[src/verilog/mtl_regs.vh]
// Register offsets, field positions, reset values and timing counts for the MAC limits block
// Operation
// - Legal maximum 1518 untagged, 1522 tagged
// - Oversize off: corrupt and truncate at limit
// - Oversize on: long frames sent error free
// - Programmable MTU replaces limit, at least 1518
// - Over MTU, oversize off: bad, errored, truncated
// - Oversize plus MTU: oversize behaviour wins
// - Tagged plus MTU: MTU limit applies
// - Gap stretching back-pressures for requested columns
// - Always at least three idle columns
// - Idle deficit balancing keeps full rate; dic_q is counted but never shortens the gap
// - No override: local fault sends remote, remote sends idle
// - Fault flags at bits 28, 29 of 0x410
// - Without management, flags on status bits 0, 1
// - Frames dropped silently while fault flag set
// - Override on: transmit ignoring received faults
// - Receive stream 64 or 32 bits wide
// - Receive ports on receive clock, own reset; here clocked by pclk
// - Status bit 0 bad, 1 good
// - Qualifier bit n marks byte lane n
// - Last marks final transfer of packet
// - Last and status after all checks
// - Qualifiers full except last, contiguous from lane 0
`ifndef MTL_REGS_VH
`define MTL_REGS_VH
`define MTL_OFF_CTRL 12'h400
`define MTL_OFF_RECON 12'h410
`define MTL_OFF_MTU 12'h414
`define MTL_OFF_STAT 12'h418
`define MTL_CTRL_OVERSIZE 0
`define MTL_CTRL_TAGGED 1
`define MTL_CTRL_MTU_EN 2
`define MTL_CTRL_IFG_EN 3
`define MTL_CTRL_DEFICIT 4
`define MTL_RECON_OVERRIDE 0
`define MTL_RECON_LOCAL 28
`define MTL_RECON_REMOTE 29
`define MTL_CTRL_RESET 32'h00000010
`define MTL_MTU_RESET 16'h05EE
`define MTL_MAX_UNTAGGED 16'h05EE
`define MTL_MAX_TAGGED 16'h05F2
`define MTL_MIN_IFG_COLS 8'h03
`define MTL_DIC_MAX 2'h3
`endif

[src/verilog/mtl_mac_limits.v]
// MAC transmit limits, gap and fault handling with receive stream output stage
`timescale 1ns/1ps
`include "mtl_regs.vh"
module mtl_mac_limits #(
   parameter DATA_W = 64
)
(
   input wire pclk,
   input wire presetn,
   input wire psel,
   input wire penable,
   input wire pwrite,
   input wire [11:0] paddr,
   input wire [31:0] pwdata,
   output reg [31:0] prdata,
   output reg pready,
   output reg pslverr,
   // Transmit client stream, 64 bits in eight byte lanes
   input wire [63:0] s_axis_tx_tdata,
   input wire [7:0] s_axis_tx_tkeep,
   input wire s_axis_tx_tvalid,
   input wire s_axis_tx_tlast,
   output reg s_axis_tx_tready,
   input wire [7:0] tx_ifg_delay,
   // Line-side XGMII transmit, one column per cycle
   output reg [63:0] xgmii_txd,
   output reg [7:0] xgmii_txc,
   // Receive fault indications from the link, asynchronous
   input wire rx_local_fault,
   input wire rx_remote_fault,
   output reg [1:0] status_vector,
   // Receive stream from frame checker to client
   input wire rx_axis_aresetn,
   input wire [DATA_W-1:0] rx_in_data,
   input wire [DATA_W/8-1:0] rx_in_keep,
   input wire rx_in_valid,
   input wire rx_in_last,
   input wire rx_in_good,
   output reg [DATA_W-1:0] m_axis_rx_tdata,
   output reg [DATA_W/8-1:0] m_axis_rx_tkeep,
   output reg m_axis_rx_tvalid,
   output reg m_axis_rx_tuser,
   output reg m_axis_rx_tlast
);
   localparam KW = DATA_W / 8;
   localparam ST_IDLE = 3'b001;
   localparam ST_DATA = 3'b010;
   localparam ST_GAP = 3'b100;
   localparam [63:0] IDLE_COL = 64'h0707070707070707;
   localparam [63:0] ERR_COL = 64'hFEFEFEFEFEFEFEFE;
   localparam [63:0] RFAULT_COL = 64'h0200000C0200009C;
   localparam [63:0] START_COL = 64'hD5555555555555FB;

   reg [31:0] ctrl_q;
   reg [15:0] mtu_q;
   reg override_q;
   reg [1:0] lf_sync_q;
   reg [1:0] rf_sync_q;
   reg [2:0] state_q;
   reg [15:0] count_q;
   reg [7:0] gap_q;
   reg [1:0] dic_q;
   reg err_q;
   reg drop_q;
   reg [31:0] bad_frames_q;
   wire local_f = lf_sync_q[1];
   wire remote_f = rf_sync_q[1];
   wire fault_active = (local_f | remote_f) & ~override_q;
   wire oversize_en = ctrl_q[`MTL_CTRL_OVERSIZE];
   wire mtu_en = ctrl_q[`MTL_CTRL_MTU_EN];
   wire tagged_en = ctrl_q[`MTL_CTRL_TAGGED];
   reg [15:0] limit;
   reg [3:0] nbytes;
   integer i;

   // Two-stage synchronisers for the fault inputs
   always @(posedge pclk or negedge presetn)
   begin
      if (!presetn)
      begin
         lf_sync_q <= 2'h0;
         rf_sync_q <= 2'h0;
      end
      else
      begin
         lf_sync_q <= {lf_sync_q[0], rx_local_fault};
         rf_sync_q <= {rf_sync_q[0], rx_remote_fault};
      end
   end

   // APB slave, zero wait states; unmapped addresses answer with an error
   always @(posedge pclk or negedge presetn)
   begin
      if (!presetn)
      begin
         ctrl_q <= `MTL_CTRL_RESET;
         mtu_q <= `MTL_MTU_RESET;
         override_q <= 1'b0;
         prdata <= 32'h00000000;
         pready <= 1'b0;
         pslverr <= 1'b0;
      end
      else
      begin
         pready <= psel & ~penable;
         pslverr <= 1'b0;
         if (psel && !penable)
         begin
            prdata <= 32'h00000000;
            case (paddr)
               `MTL_OFF_CTRL: prdata <= ctrl_q;
               `MTL_OFF_RECON: prdata <= {2'h0, remote_f, local_f, 27'h0, override_q};
               `MTL_OFF_MTU: prdata <= {16'h0000, mtu_q};
               `MTL_OFF_STAT: prdata <= bad_frames_q;
               default: pslverr <= 1'b1;
            endcase
         end
         // Writes land only at the access edge, where the master sees pready high
         if (psel && penable && pready && pwrite)
         begin
            case (paddr)
               `MTL_OFF_CTRL: ctrl_q <= {27'h0, pwdata[4:0]};
               `MTL_OFF_RECON: override_q <= pwdata[`MTL_RECON_OVERRIDE];
               // Values below the standard limit are clamped up
               `MTL_OFF_MTU: mtu_q <= (pwdata[15:0] < `MTL_MAX_UNTAGGED) ?
                  `MTL_MAX_UNTAGGED : pwdata[15:0];
               default: ;
            endcase
         end
      end
   end

   // Frame length limit selection
   always @*
   begin
      if (mtu_en)
         limit = mtu_q;
      else if (tagged_en)
         limit = `MTL_MAX_TAGGED;
      else
         limit = `MTL_MAX_UNTAGGED;
      nbytes = 4'h0;
      for (i = 0; i < 8; i = i + 1)
         nbytes = nbytes + {3'h0, s_axis_tx_tkeep[i]};
   end

   // Transmit state machine: length policing, gap stretch, fault handling
   always @(posedge pclk or negedge presetn)
   begin
      if (!presetn)
      begin
         state_q <= ST_IDLE;
         count_q <= 16'h0000;
         gap_q <= 8'h00;
         dic_q <= 2'h0;
         err_q <= 1'b0;
         drop_q <= 1'b0;
         bad_frames_q <= 32'h00000000;
         s_axis_tx_tready <= 1'b0;
         xgmii_txd <= IDLE_COL;
         xgmii_txc <= 8'hFF;
         status_vector <= 2'h0;
      end
      else
      begin
         status_vector <= {remote_f, local_f};
         xgmii_txd <= IDLE_COL;
         xgmii_txc <= 8'hFF;
         if (local_f && !override_q)
            xgmii_txd <= RFAULT_COL;
         case (state_q)
            ST_IDLE:
            begin
               s_axis_tx_tready <= 1'b1;
               if (s_axis_tx_tvalid && s_axis_tx_tready)
               begin
                  // Frames offered during a fault vanish without trace
                  drop_q <= fault_active;
                  if (!fault_active)
                  begin
                     xgmii_txd <= START_COL;
                     xgmii_txc <= 8'h01;
                  end
                  count_q <= {12'h000, nbytes};
                  err_q <= 1'b0;
                  state_q <= s_axis_tx_tlast ? ST_GAP : ST_DATA;
                  gap_q <= `MTL_MIN_IFG_COLS;
               end
            end
            ST_DATA:
            begin
               if (s_axis_tx_tvalid && s_axis_tx_tready)
               begin
                  count_q <= count_q + {12'h000, nbytes};
                  if (!drop_q)
                  begin
                     xgmii_txd <= s_axis_tx_tdata;
                     xgmii_txc <= 8'h00;
                     // Overlength without oversize handling is corrupted and truncated
                     if (!oversize_en && (count_q + {12'h000, nbytes} > limit))
                     begin
                        xgmii_txd <= ERR_COL;
                        xgmii_txc <= 8'hFF;
                        if (!err_q)
                           bad_frames_q <= bad_frames_q + 32'h00000001;
                        err_q <= 1'b1;
                        drop_q <= 1'b1;
                     end
                  end
                  if (s_axis_tx_tlast)
                  begin
                     state_q <= ST_GAP;
                     s_axis_tx_tready <= 1'b0;
                     // Requested gap latched at end of frame, floor of three
                     if (ctrl_q[`MTL_CTRL_IFG_EN] && tx_ifg_delay > `MTL_MIN_IFG_COLS)
                        gap_q <= tx_ifg_delay;
                     else
                        gap_q <= `MTL_MIN_IFG_COLS;
                     // Deficit balancing: dic_q counts the deficit but never shortens the gap
                     if (ctrl_q[`MTL_CTRL_DEFICIT] && nbytes[1:0] != 2'h0
                        && dic_q != `MTL_DIC_MAX)
                        dic_q <= dic_q + 2'h1;
                     else
                        dic_q <= 2'h0;
                  end
               end
            end
            ST_GAP:
            begin
               s_axis_tx_tready <= 1'b0;
               gap_q <= gap_q - 8'h01;
               if (gap_q <= 8'h01)
               begin
                  state_q <= ST_IDLE;
                  s_axis_tx_tready <= 1'b1;
               end
            end
            default: state_q <= ST_IDLE;
         endcase
      end
   end

   // Receive stage on pclk with its own reset: registered pass of checked frames
   always @(posedge pclk or negedge rx_axis_aresetn)
   begin
      if (!rx_axis_aresetn)
      begin
         m_axis_rx_tdata <= {DATA_W{1'b0}};
         m_axis_rx_tkeep <= {KW{1'b0}};
         m_axis_rx_tvalid <= 1'b0;
         m_axis_rx_tuser <= 1'b0;
         m_axis_rx_tlast <= 1'b0;
      end
      else
      begin
         // No ready: client takes every beat
         m_axis_rx_tvalid <= rx_in_valid;
         m_axis_rx_tdata <= rx_in_data;
         // Full keep mid-frame; last beat passes rx_in_keep unchanged
         m_axis_rx_tkeep <= (rx_in_last) ? rx_in_keep : {KW{1'b1}};
         m_axis_rx_tlast <= rx_in_valid & rx_in_last;
         m_axis_rx_tuser <= rx_in_valid & rx_in_last & rx_in_good;
      end
   end
endmodule // mtl_mac_limits

[config.mk]
export PLATFORM = sky130hd
export DESIGN_NAME = mtl_mac_limits
export DESIGN_NICKNAME = d
export VERILOG_FILES = /design/src/verilog/mtl_mac_limits.v
export VERILOG_INCLUDE_DIRS = /design/src /design/src/verilog
export SDC_FILE = /design/constraint.sdc
export NUM_CORES = 1
export LEC_CHECK = 0
export ABC_AREA = 1
export BUFFER_PORTS_ARGS = -buffer_cell sky130_fd_sc_hd__buf_2
export CORE_MARGIN = 2
export CORE_UTILIZATION = 25
export DETAILED_ROUTE_END_ITERATION = 10
export GPL_TIMING_DRIVEN = 1
export SYNTH_ARGS = -nofsm -noshare
export SYNTH_HDL_FRONTEND = slang
export SYNTH_SLANG_ARGS = --single-unit
[constraint.sdc]
create_clock -name pclk -period 2.95 [get_ports pclk]
set_input_delay 0.1475 -clock pclk [delete_from_list [all_inputs] [get_ports pclk]]
set_output_delay 0.1475 -clock pclk [all_outputs]
set_load 0.01 [all_outputs]
==> results.sh, run 1 <==
export IMPL_r2r_start="count_q[0]"
export IMPL_die_w_um=222.1
export IMPL_dpl_worst_slack_ps=-2453
export IMPL_worstPathArrival_ps=5210
export IMPL_vdd_drop_max_mv=0.4347
export IMPL_gp_congestion=0.8544
export IMPL_fin_ws_ps=-1811
export IMPL_drive_above_1_share_pct=35.33
export IMPL_dpl_cell_area_sq_um=14710
export IMPL_end_kind="register"
export IMPL_synthMuxAreaShare_pct=0
export IMPL_ys_ff_latch=265
export IMPL_via_per_inst=4.420
export IMPL_rows=79
export IMPL_boundaryPins=393
export IMPL_fin_util_pct=39.29
export IMPL_hold_viol=0
export IMPL_n_fill_cell=4561
export IMPL_syn_area_per_cell_sq_um=9.201
export IMPL_dieArea_sq_um=49350
export IMPL_path_clk_slew_ps=60
export IMPL_path_class="in2reg"
export IMPL_port_buffers=376
export IMPL_grt_pass1_vias=11470
export IMPL_setup_viol=113
export IMPL_routed_wl_um=44080
export IMPL_syn_nets=1533
export IMPL_fin_nets=2132
export IMPL_cp_slowest_cell="fa_1"
export IMPL_drc=0
export IMPL_synthSimpleGateAreaFrac_pct=20.37
export IMPL_rr_endpoint="bad_frames_q[28]"
export IMPL_final_cell_mix="buf_2, nand2_1, dfrtp_1"
export IMPL_final_common_cell="buf_2"
export IMPL_ys_flop_type="dfrtp_1"
export IMPL_antenna_left=0
export IMPL_vias=11160
export IMPL_synth_fa_ha_area_share_pct=3.576
export IMPL_first_pass_iters=6
export IMPL_grt_use_total_pct=17.40
export IMPL_startpoint="s_axis_tx_tkeep[0]"
export IMPL_tightest_slew_ps=1031
export IMPL_overflow=0
export IMPL_htreeDepth=1
export IMPL_grt_pass1_wl_um=66880
export IMPL_finalCriticalPeriod_ps=4761
export IMPL_slew_headroom_pct=31.18
export IMPL_hp_class="in2reg"
export IMPL_ys_warn_count=0
export IMPL_crit_required_ps=3400
export IMPL_rr_worst_depth=23
export IMPL_synth_compound_area_share_pct=9.487
export IMPL_period_share_pct=161.4
export IMPL_grt_max_degree=75
export IMPL_cts_sinks=265
export IMPL_dieHeight_um=222.1
export IMPL_yosysSeqAreaShare_pct=56.12
export IMPL_power_density_nw_per_um2=642.9
export IMPL_clock_path_buffers=3
export IMPL_max_clock_freq_ghz=0.2101
export IMPL_max_stage_delay_ps=560
export IMPL_synth_xor_area_share_pct=2.798
export IMPL_p_leak_nw=9.216
export IMPL_slew_violations=0
export IMPL_clock_skew_final_ps=7.840
export IMPL_crit_fanout=14
export IMPL_synth_edf_count=0
export IMPL_ys_types=50
export IMPL_synth_top_family_by_area="simple AND/OR/NAND/NOR gates"
export IMPL_reg2reg_slack_ps=-540
export IMPL_cts_root_buf="clkbuf_16"
export IMPL_critPathCapture="bad_frames_q[28]"
export IMPL_drt_initial_drc_count=607
export IMPL_netlist_instances=1293
export IMPL_drv_cap=0
export IMPL_start_util_pct=25.44
export IMPL_place_detailed_hpwl_um=31800
export IMPL_failed_checks="negative setup slack"
export IMPL_finalSetupTns_ps=-173740
export IMPL_numCtsBuffers=31
export IMPL_rsz0062_at_grt="true"
export IMPL_cts_tree="built"
export IMPL_area_growth_pct=54.42
export IMPL_netlist_area_sq_um=11900
export IMPL_antenna_found_initial=1
export IMPL_holdWs_ps=46.84
export IMPL_insertion_delay_ps=580
export IMPL_core_area_sq_um=46750
export IMPL_fin_area_sq_um=18370
export IMPL_async_flop_share_pct=100.0
export IMPL_status="finished with violations"
export IMPL_start_kind="input pin"
export IMPL_wl_per_cell_um=17.47
## cells in the mapped netlist, types with 2 or more instances
| cell type | instances | area [sq um] |
|---|---|---|
| a21oi_1 | 33 | 165.2 |
| a22oi_1 | 6 | 45.04 |
| a31oi_1 | 8 | 50.05 |
| buf_2 | 14 | 70.07 |
| buf_4 | 13 | 97.59 |
| buf_6 | 4 | 45.04 |
| clkbuf_1 | 11 | 41.29 |
| clkinv_1 | 2 | 7.510 |
| dfrtp_1 | 229 | 5731 |
| dfstp_2 | 36 | 945.9 |
| fa_1 | 5 | 100.1 |
| ha_1 | 26 | 325.3 |
| inv_1 | 157 | 589.3 |
| inv_2 | 9 | 33.78 |
| nand2_1 | 302 | 1134 |
| nand2_2 | 11 | 68.82 |
| nand3_1 | 56 | 280.3 |
| nand3b_1 | 3 | 22.52 |
| nand4_1 | 13 | 81.33 |
| nand4_4 | 2 | 42.54 |
| nor2_1 | 113 | 424.2 |
| nor2_2 | 4 | 25.02 |
| nor2_4 | 5 | 56.30 |
| nor3_1 | 22 | 110.1 |
| nor3_2 | 2 | 20.02 |
| nor4_1 | 2 | 12.51 |
| nor4_2 | 2 | 25.02 |
| o211ai_1 | 4 | 30.03 |
| o21ai_0 | 84 | 420.4 |
| o21ai_1 | 16 | 80.08 |
| o21ai_2 | 10 | 87.58 |
| o221ai_1 | 2 | 17.52 |
| o22ai_1 | 12 | 75.07 |
| o31ai_1 | 15 | 112.6 |
| or2_2 | 9 | 56.30 |
| xnor2_1 | 4 | 35.03 |
| xor2_1 | 34 | 297.8 |
## layout make-up
class / count / area, sq um / share of cell area [%]
inverter: 169 / 659.4 / 3.589
sequential: 265 / 6676 / 36.34
antenna: 1 / 2.502 / 0.01362
clock inverter: 17 / 210.2 / 1.144
clock buffer: 40 / 849.6 / 4.625
tap: 607 / 759.5 / 4.134
timing repair buffer: 610 / 4370 / 23.79
multi-input combinational: 815 / 4842 / 26.36
## layer usage
metal,wire length (um),global-route usage [%]
met5,0,0
met4,1275,5.166
met3,2504,3.021
met2,22460,31.86
met1,17840,20.70
## critical path, delay by kind of cell
kind                       cells  cell delay, ps
adders and majority gates      7            2730
buffers and inverters          9             770
xor gates and xnor gates       1             200
and+or+nand+nor               11            1170
AOI/OAI and AO/OA              2             160
## sequential cells by signal, indices dropped and copies added (netlist names), 2 cells and up
signal,flops
mtu_q,16
rf_sync_q,2
status_vector,2
xgmii_txc,2
gap_q,8
state_q,3
m_axis_rx_tdata,64
ctrl_q,5
xgmii_txd,64
lf_sync_q,2
m_axis_rx_tkeep,8
count_q,16
prdata,32
bad_frames_q,32
## where the power goes
group / leakage [nW] / internal (mW) / switching, mW
clock network: 0.523 / 2.39 / 1.60
logic: 5.50 / 1.52 / 2.02
registers: 3.20 / 4.04 / 0.249
total: 9.22 / 7.94 / 3.87
## what timing repair did
item	4_1_cts	5_1_grt
gates resized for setup	68	89
hold buffers	171	0
hold endpoints to repair	257	0
setup endpoints to repair	114	114
pin swaps	8	18
buffers inserted	10	5
cloned	3	4
## worst min-delay path by stage
stage | from | endpoint | slack [ps] | depth (start not counted)
after floorplan | presetn | bad_frames_q[0] | -150 | 0
after global routing | pwrite | mtu_q[15] | 30 | 4
after global placement | presetn | gap_q[0] | 130 | 1
final | pwrite | mtu_q[15] | 50 | 4
after CTS | pwrite | mtu_q[15] | 6 | 4
after detailed placement | presetn | count_q[1] | 140 | 1
## through the flow
stage               power (mW)  instances
floorplan                6.087       1293
global placement         7.078       2276
detailed placement       7.138       2276
CTS                      11.64       2516
global route             12.54       2524
finish                   11.81       2524
## cells by family (layout without fill, tap and decap cells)
family,count (synthesis),in the layout
buffers and inverters,213,836
and+or+nand+nor,551,551
other,0,1
xor gates and xnor gates,38,38
adders and majority gates,31,31
DFF,265,265
AOI/OAI and AO/OA,195,195
Power figures use the tool's default switching activity.
==> inputs of run 2 (changes only) <==
Settings changed: CTS_BUF_LIST set to sky130_fd_sc_hd__clkbuf_8, HOLD_SLACK_MARGIN set to 0.08.
==> run 2 against run 1 <==
Against the previous run:
- the flow still finishes with violations (negative setup slack)
- clock power fell by 8.5%
- wire length rose by 2.4%
- first-iteration DRC count fell by 7.7%
- sequential power about the same
- cell count increased by 2.2%
- clock skew up 19 ps
- combinational power increased by 3%
- count of clock-buffer cells in the layout up 22
- design area rose by 1.7%
- utilization is 0.67 points higher
- global-route usage grew 0.48 points
- worst setup slack improved by 95 ps
==> results.sh, run 2 (synthesized netlist as in run 1, its figures left out) <==
export IMPL_fin_area_sq_um=18680
export IMPL_dp_cells=2276
export IMPL_cp_slowest_cell="fa_1"
export IMPL_path_class="in2reg"
export IMPL_rr_endpoint="xgmii_txd[6]"
export IMPL_fin_ws_ps=-1716
export IMPL_max_stage_delay_ps=560
export IMPL_r2r_start="count_q[0]"
export IMPL_grt_pass1_wl_um=68370
export IMPL_multiInputGateArea_sq_um=5014
export IMPL_grt_max_degree=75
export IMPL_clock_path_buffers=3
export IMPL_crit_path_frequent_cell="nand2_2"
export IMPL_slew_violations=0
export IMPL_final_cell_count_no_fill=2579
export IMPL_power_switching_mw=3.984
export IMPL_routed_wl_um=45150
export IMPL_dieArea_sq_um=49350
export IMPL_drive_above_1_share_pct=37.02
export IMPL_cts_tree="built"
export IMPL_max_clock_freq_ghz=0.2143
export IMPL_worstPathArrival_ps=5150
export IMPL_via_per_inst=4.425
export IMPL_clock_skew_final_ps=26.82
export IMPL_power_density_nw_per_um2=618.7
export IMPL_start_kind="input pin"
export IMPL_clock_power_share_pct=31.5
export IMPL_die_w_um=222.1
export IMPL_wl_per_cell_um=17.51
export IMPL_reg_top3="m_axis_rx_tdata x64, xgmii_txd x64"
export IMPL_boundaryPins=393
export IMPL_crit_fanout=12
export IMPL_overflow=0
export IMPL_n_fill_cell=4572
export IMPL_p_sw_share_pct=34.47
export IMPL_period_share_pct=158.2
export IMPL_drc=0
export IMPL_place_detailed_hpwl_um=31800
export IMPL_hold_viol=0
export IMPL_start_util_pct=25.44
export IMPL_antenna_left=0
export IMPL_internal_power_mw=7.575
export IMPL_slew_headroom_pct=29.94
export IMPL_drv_cap=0
export IMPL_seqPwrFrac_pct=37.1
export IMPL_dpl_worst_slack_ps=-2453
export IMPL_insertion_delay_ps=610
export IMPL_seq_area_sq_um=6676
export IMPL_htreeDepth=2
export IMPL_gp_congestion=0.8544
export IMPL_design_power_total_mw=11.56
export IMPL_area_growth_pct=57.05
export IMPL_cts_root_buf="clkbuf_8"
export IMPL_p_leak_nw=9.382
export IMPL_first_pass_iters=5
export IMPL_rsz0062_at_grt="true"
export IMPL_core_area_sq_um=46750
export IMPL_setup_viol=113
export IMPL_final_cell_mix="buf_2, nand2_1, dfrtp_1"
export IMPL_numCtsBuffers=49
export IMPL_finalCriticalPeriod_ps=4666
export IMPL_drt_initial_drc_count=560
export IMPL_port_buffers=376
export IMPL_rows=79
export IMPL_rr_worst_depth=23
export IMPL_startpoint="s_axis_tx_tkeep[0]"
export IMPL_vdd_drop_max_mv=0.2486
export IMPL_hp_class="in2async"
export IMPL_grt_pass1_vias=11870
export IMPL_final_common_cell="buf_2"
export IMPL_status="finished with violations"
export IMPL_dpl_cell_area_sq_um=14710
export IMPL_grt_use_total_pct=17.88
export IMPL_cts_sinks=265
export IMPL_comb_power_share_pct=31.3
export IMPL_reg2reg_slack_ps=-410
export IMPL_vias=11410
export IMPL_antenna_found_initial=3
export IMPL_end_kind="register"
export IMPL_fin_nets=2169
export IMPL_dieHeight_um=222.1
export IMPL_failed_checks="negative setup slack"
export IMPL_tightest_slew_ps=1050
export IMPL_path_clk_slew_ps=60
export IMPL_crit_required_ps=3440
[run 2: cell types whose count changed in the layout (fill, tap and decap cells not counted), moves of 7 or more]
| cell | before | now |
|---|---|---|
| nand3_1 | 50 | 42 |
| buf_6 | 18 | 11 |
| clkbuf_8 | 5 | 63 |
| nand2_1 | 278 | 269 |
| nand3_2 | 7 | 15 |
| o21ai_1 | 36 | 28 |
| clkbuf_16 | 35 | 4 |
| inv_1 | 152 | 167 |
| dlygate4sd3_1 | 171 | 195 |
| a21oi_2 | 1 | 8 |
| nand2_2 | 25 | 33 |
| a21oi_1 | 31 | 24 |
[run 2: critical path, delay by kind of cell]
family / cells / cell delay, ps
buffers and inverters: 9 / 750
and+or+nand+nor: 11 / 1100
AOI/OAI and AO/OA: 2 / 190
xor gates and xnor gates: 1 / 190
adders and majority gates: 7 / 2740
[run 2: cell type report]
type                       instances  share of cell area [%]
sequential                       265                   35.74
multi-input combinational        815                   26.84
timing repair buffer             629                   24.26
clock buffer                      62                   4.567
tap                              607                   4.065
inverter                         169                   3.630
clock inverter                    29                  0.8706
antenna                            3                 0.04018
[run 2: how the worst max path moves through the flow]
| stage | endpoint | slack [ps] |
|---|---|---|
| floorplan | bad_frames_q[8] | -1860 |
| global placement | bad_frames_q[31] | -2380 |
| detailed placement | bad_frames_q[28] | -2450 |
| CTS | bad_frames_q[13] | -1650 |
| global route | bad_frames_q[15] | -1870 |
| finish | xgmii_txd[6] | -1720 |
[run 2: per-stage QoR]
stage / hold WS, ps / setup TNS, ps / utilization [%]
after global routing: 119.8 / -184430 / 39.96
final: 165.1 / -166970 / 39.96
after global placement: 131.6 / -242850 / 31.46
after floorplan: -148.1 / -187260 / -
after CTS: 98.68 / -162480 / 38.65
after detailed placement: 135.8 / -247060 / 31.46
[run 2: metal layers]
metal | part of all wire [%] | GRT usage, %
met1 | 40 | 20.53
met2 | 51 | 32.43
met4 | 2.7 | 5.841
met5 | 0 | 0
met3 | 6.1 | 4.360
[run 2: power groups by stage]
stage	sequential [mW]	combinational, mW	clock (mW)
2_1_floorplan	4.37	1.72	0
3_3_place_gp	4.33	2.74	0
3_5_place_dp	4.34	2.79	0
4_1_cts	4.29	3.27	3.76
5_1_grt	4.33	4.02	3.96
6_report	4.29	3.62	3.65
[run 2: repair_timing]
item / 4_1_cts / 5_1_grt
pin swaps: 22 / 37
setup buffers: 6 / 3
gates cloned: 1 / 4
hold buffers: 196 / 0
resized for setup: 77 / 123
setup endpoints to repair: 114 / 116
endpoints found under the hold margin: 391 / 0
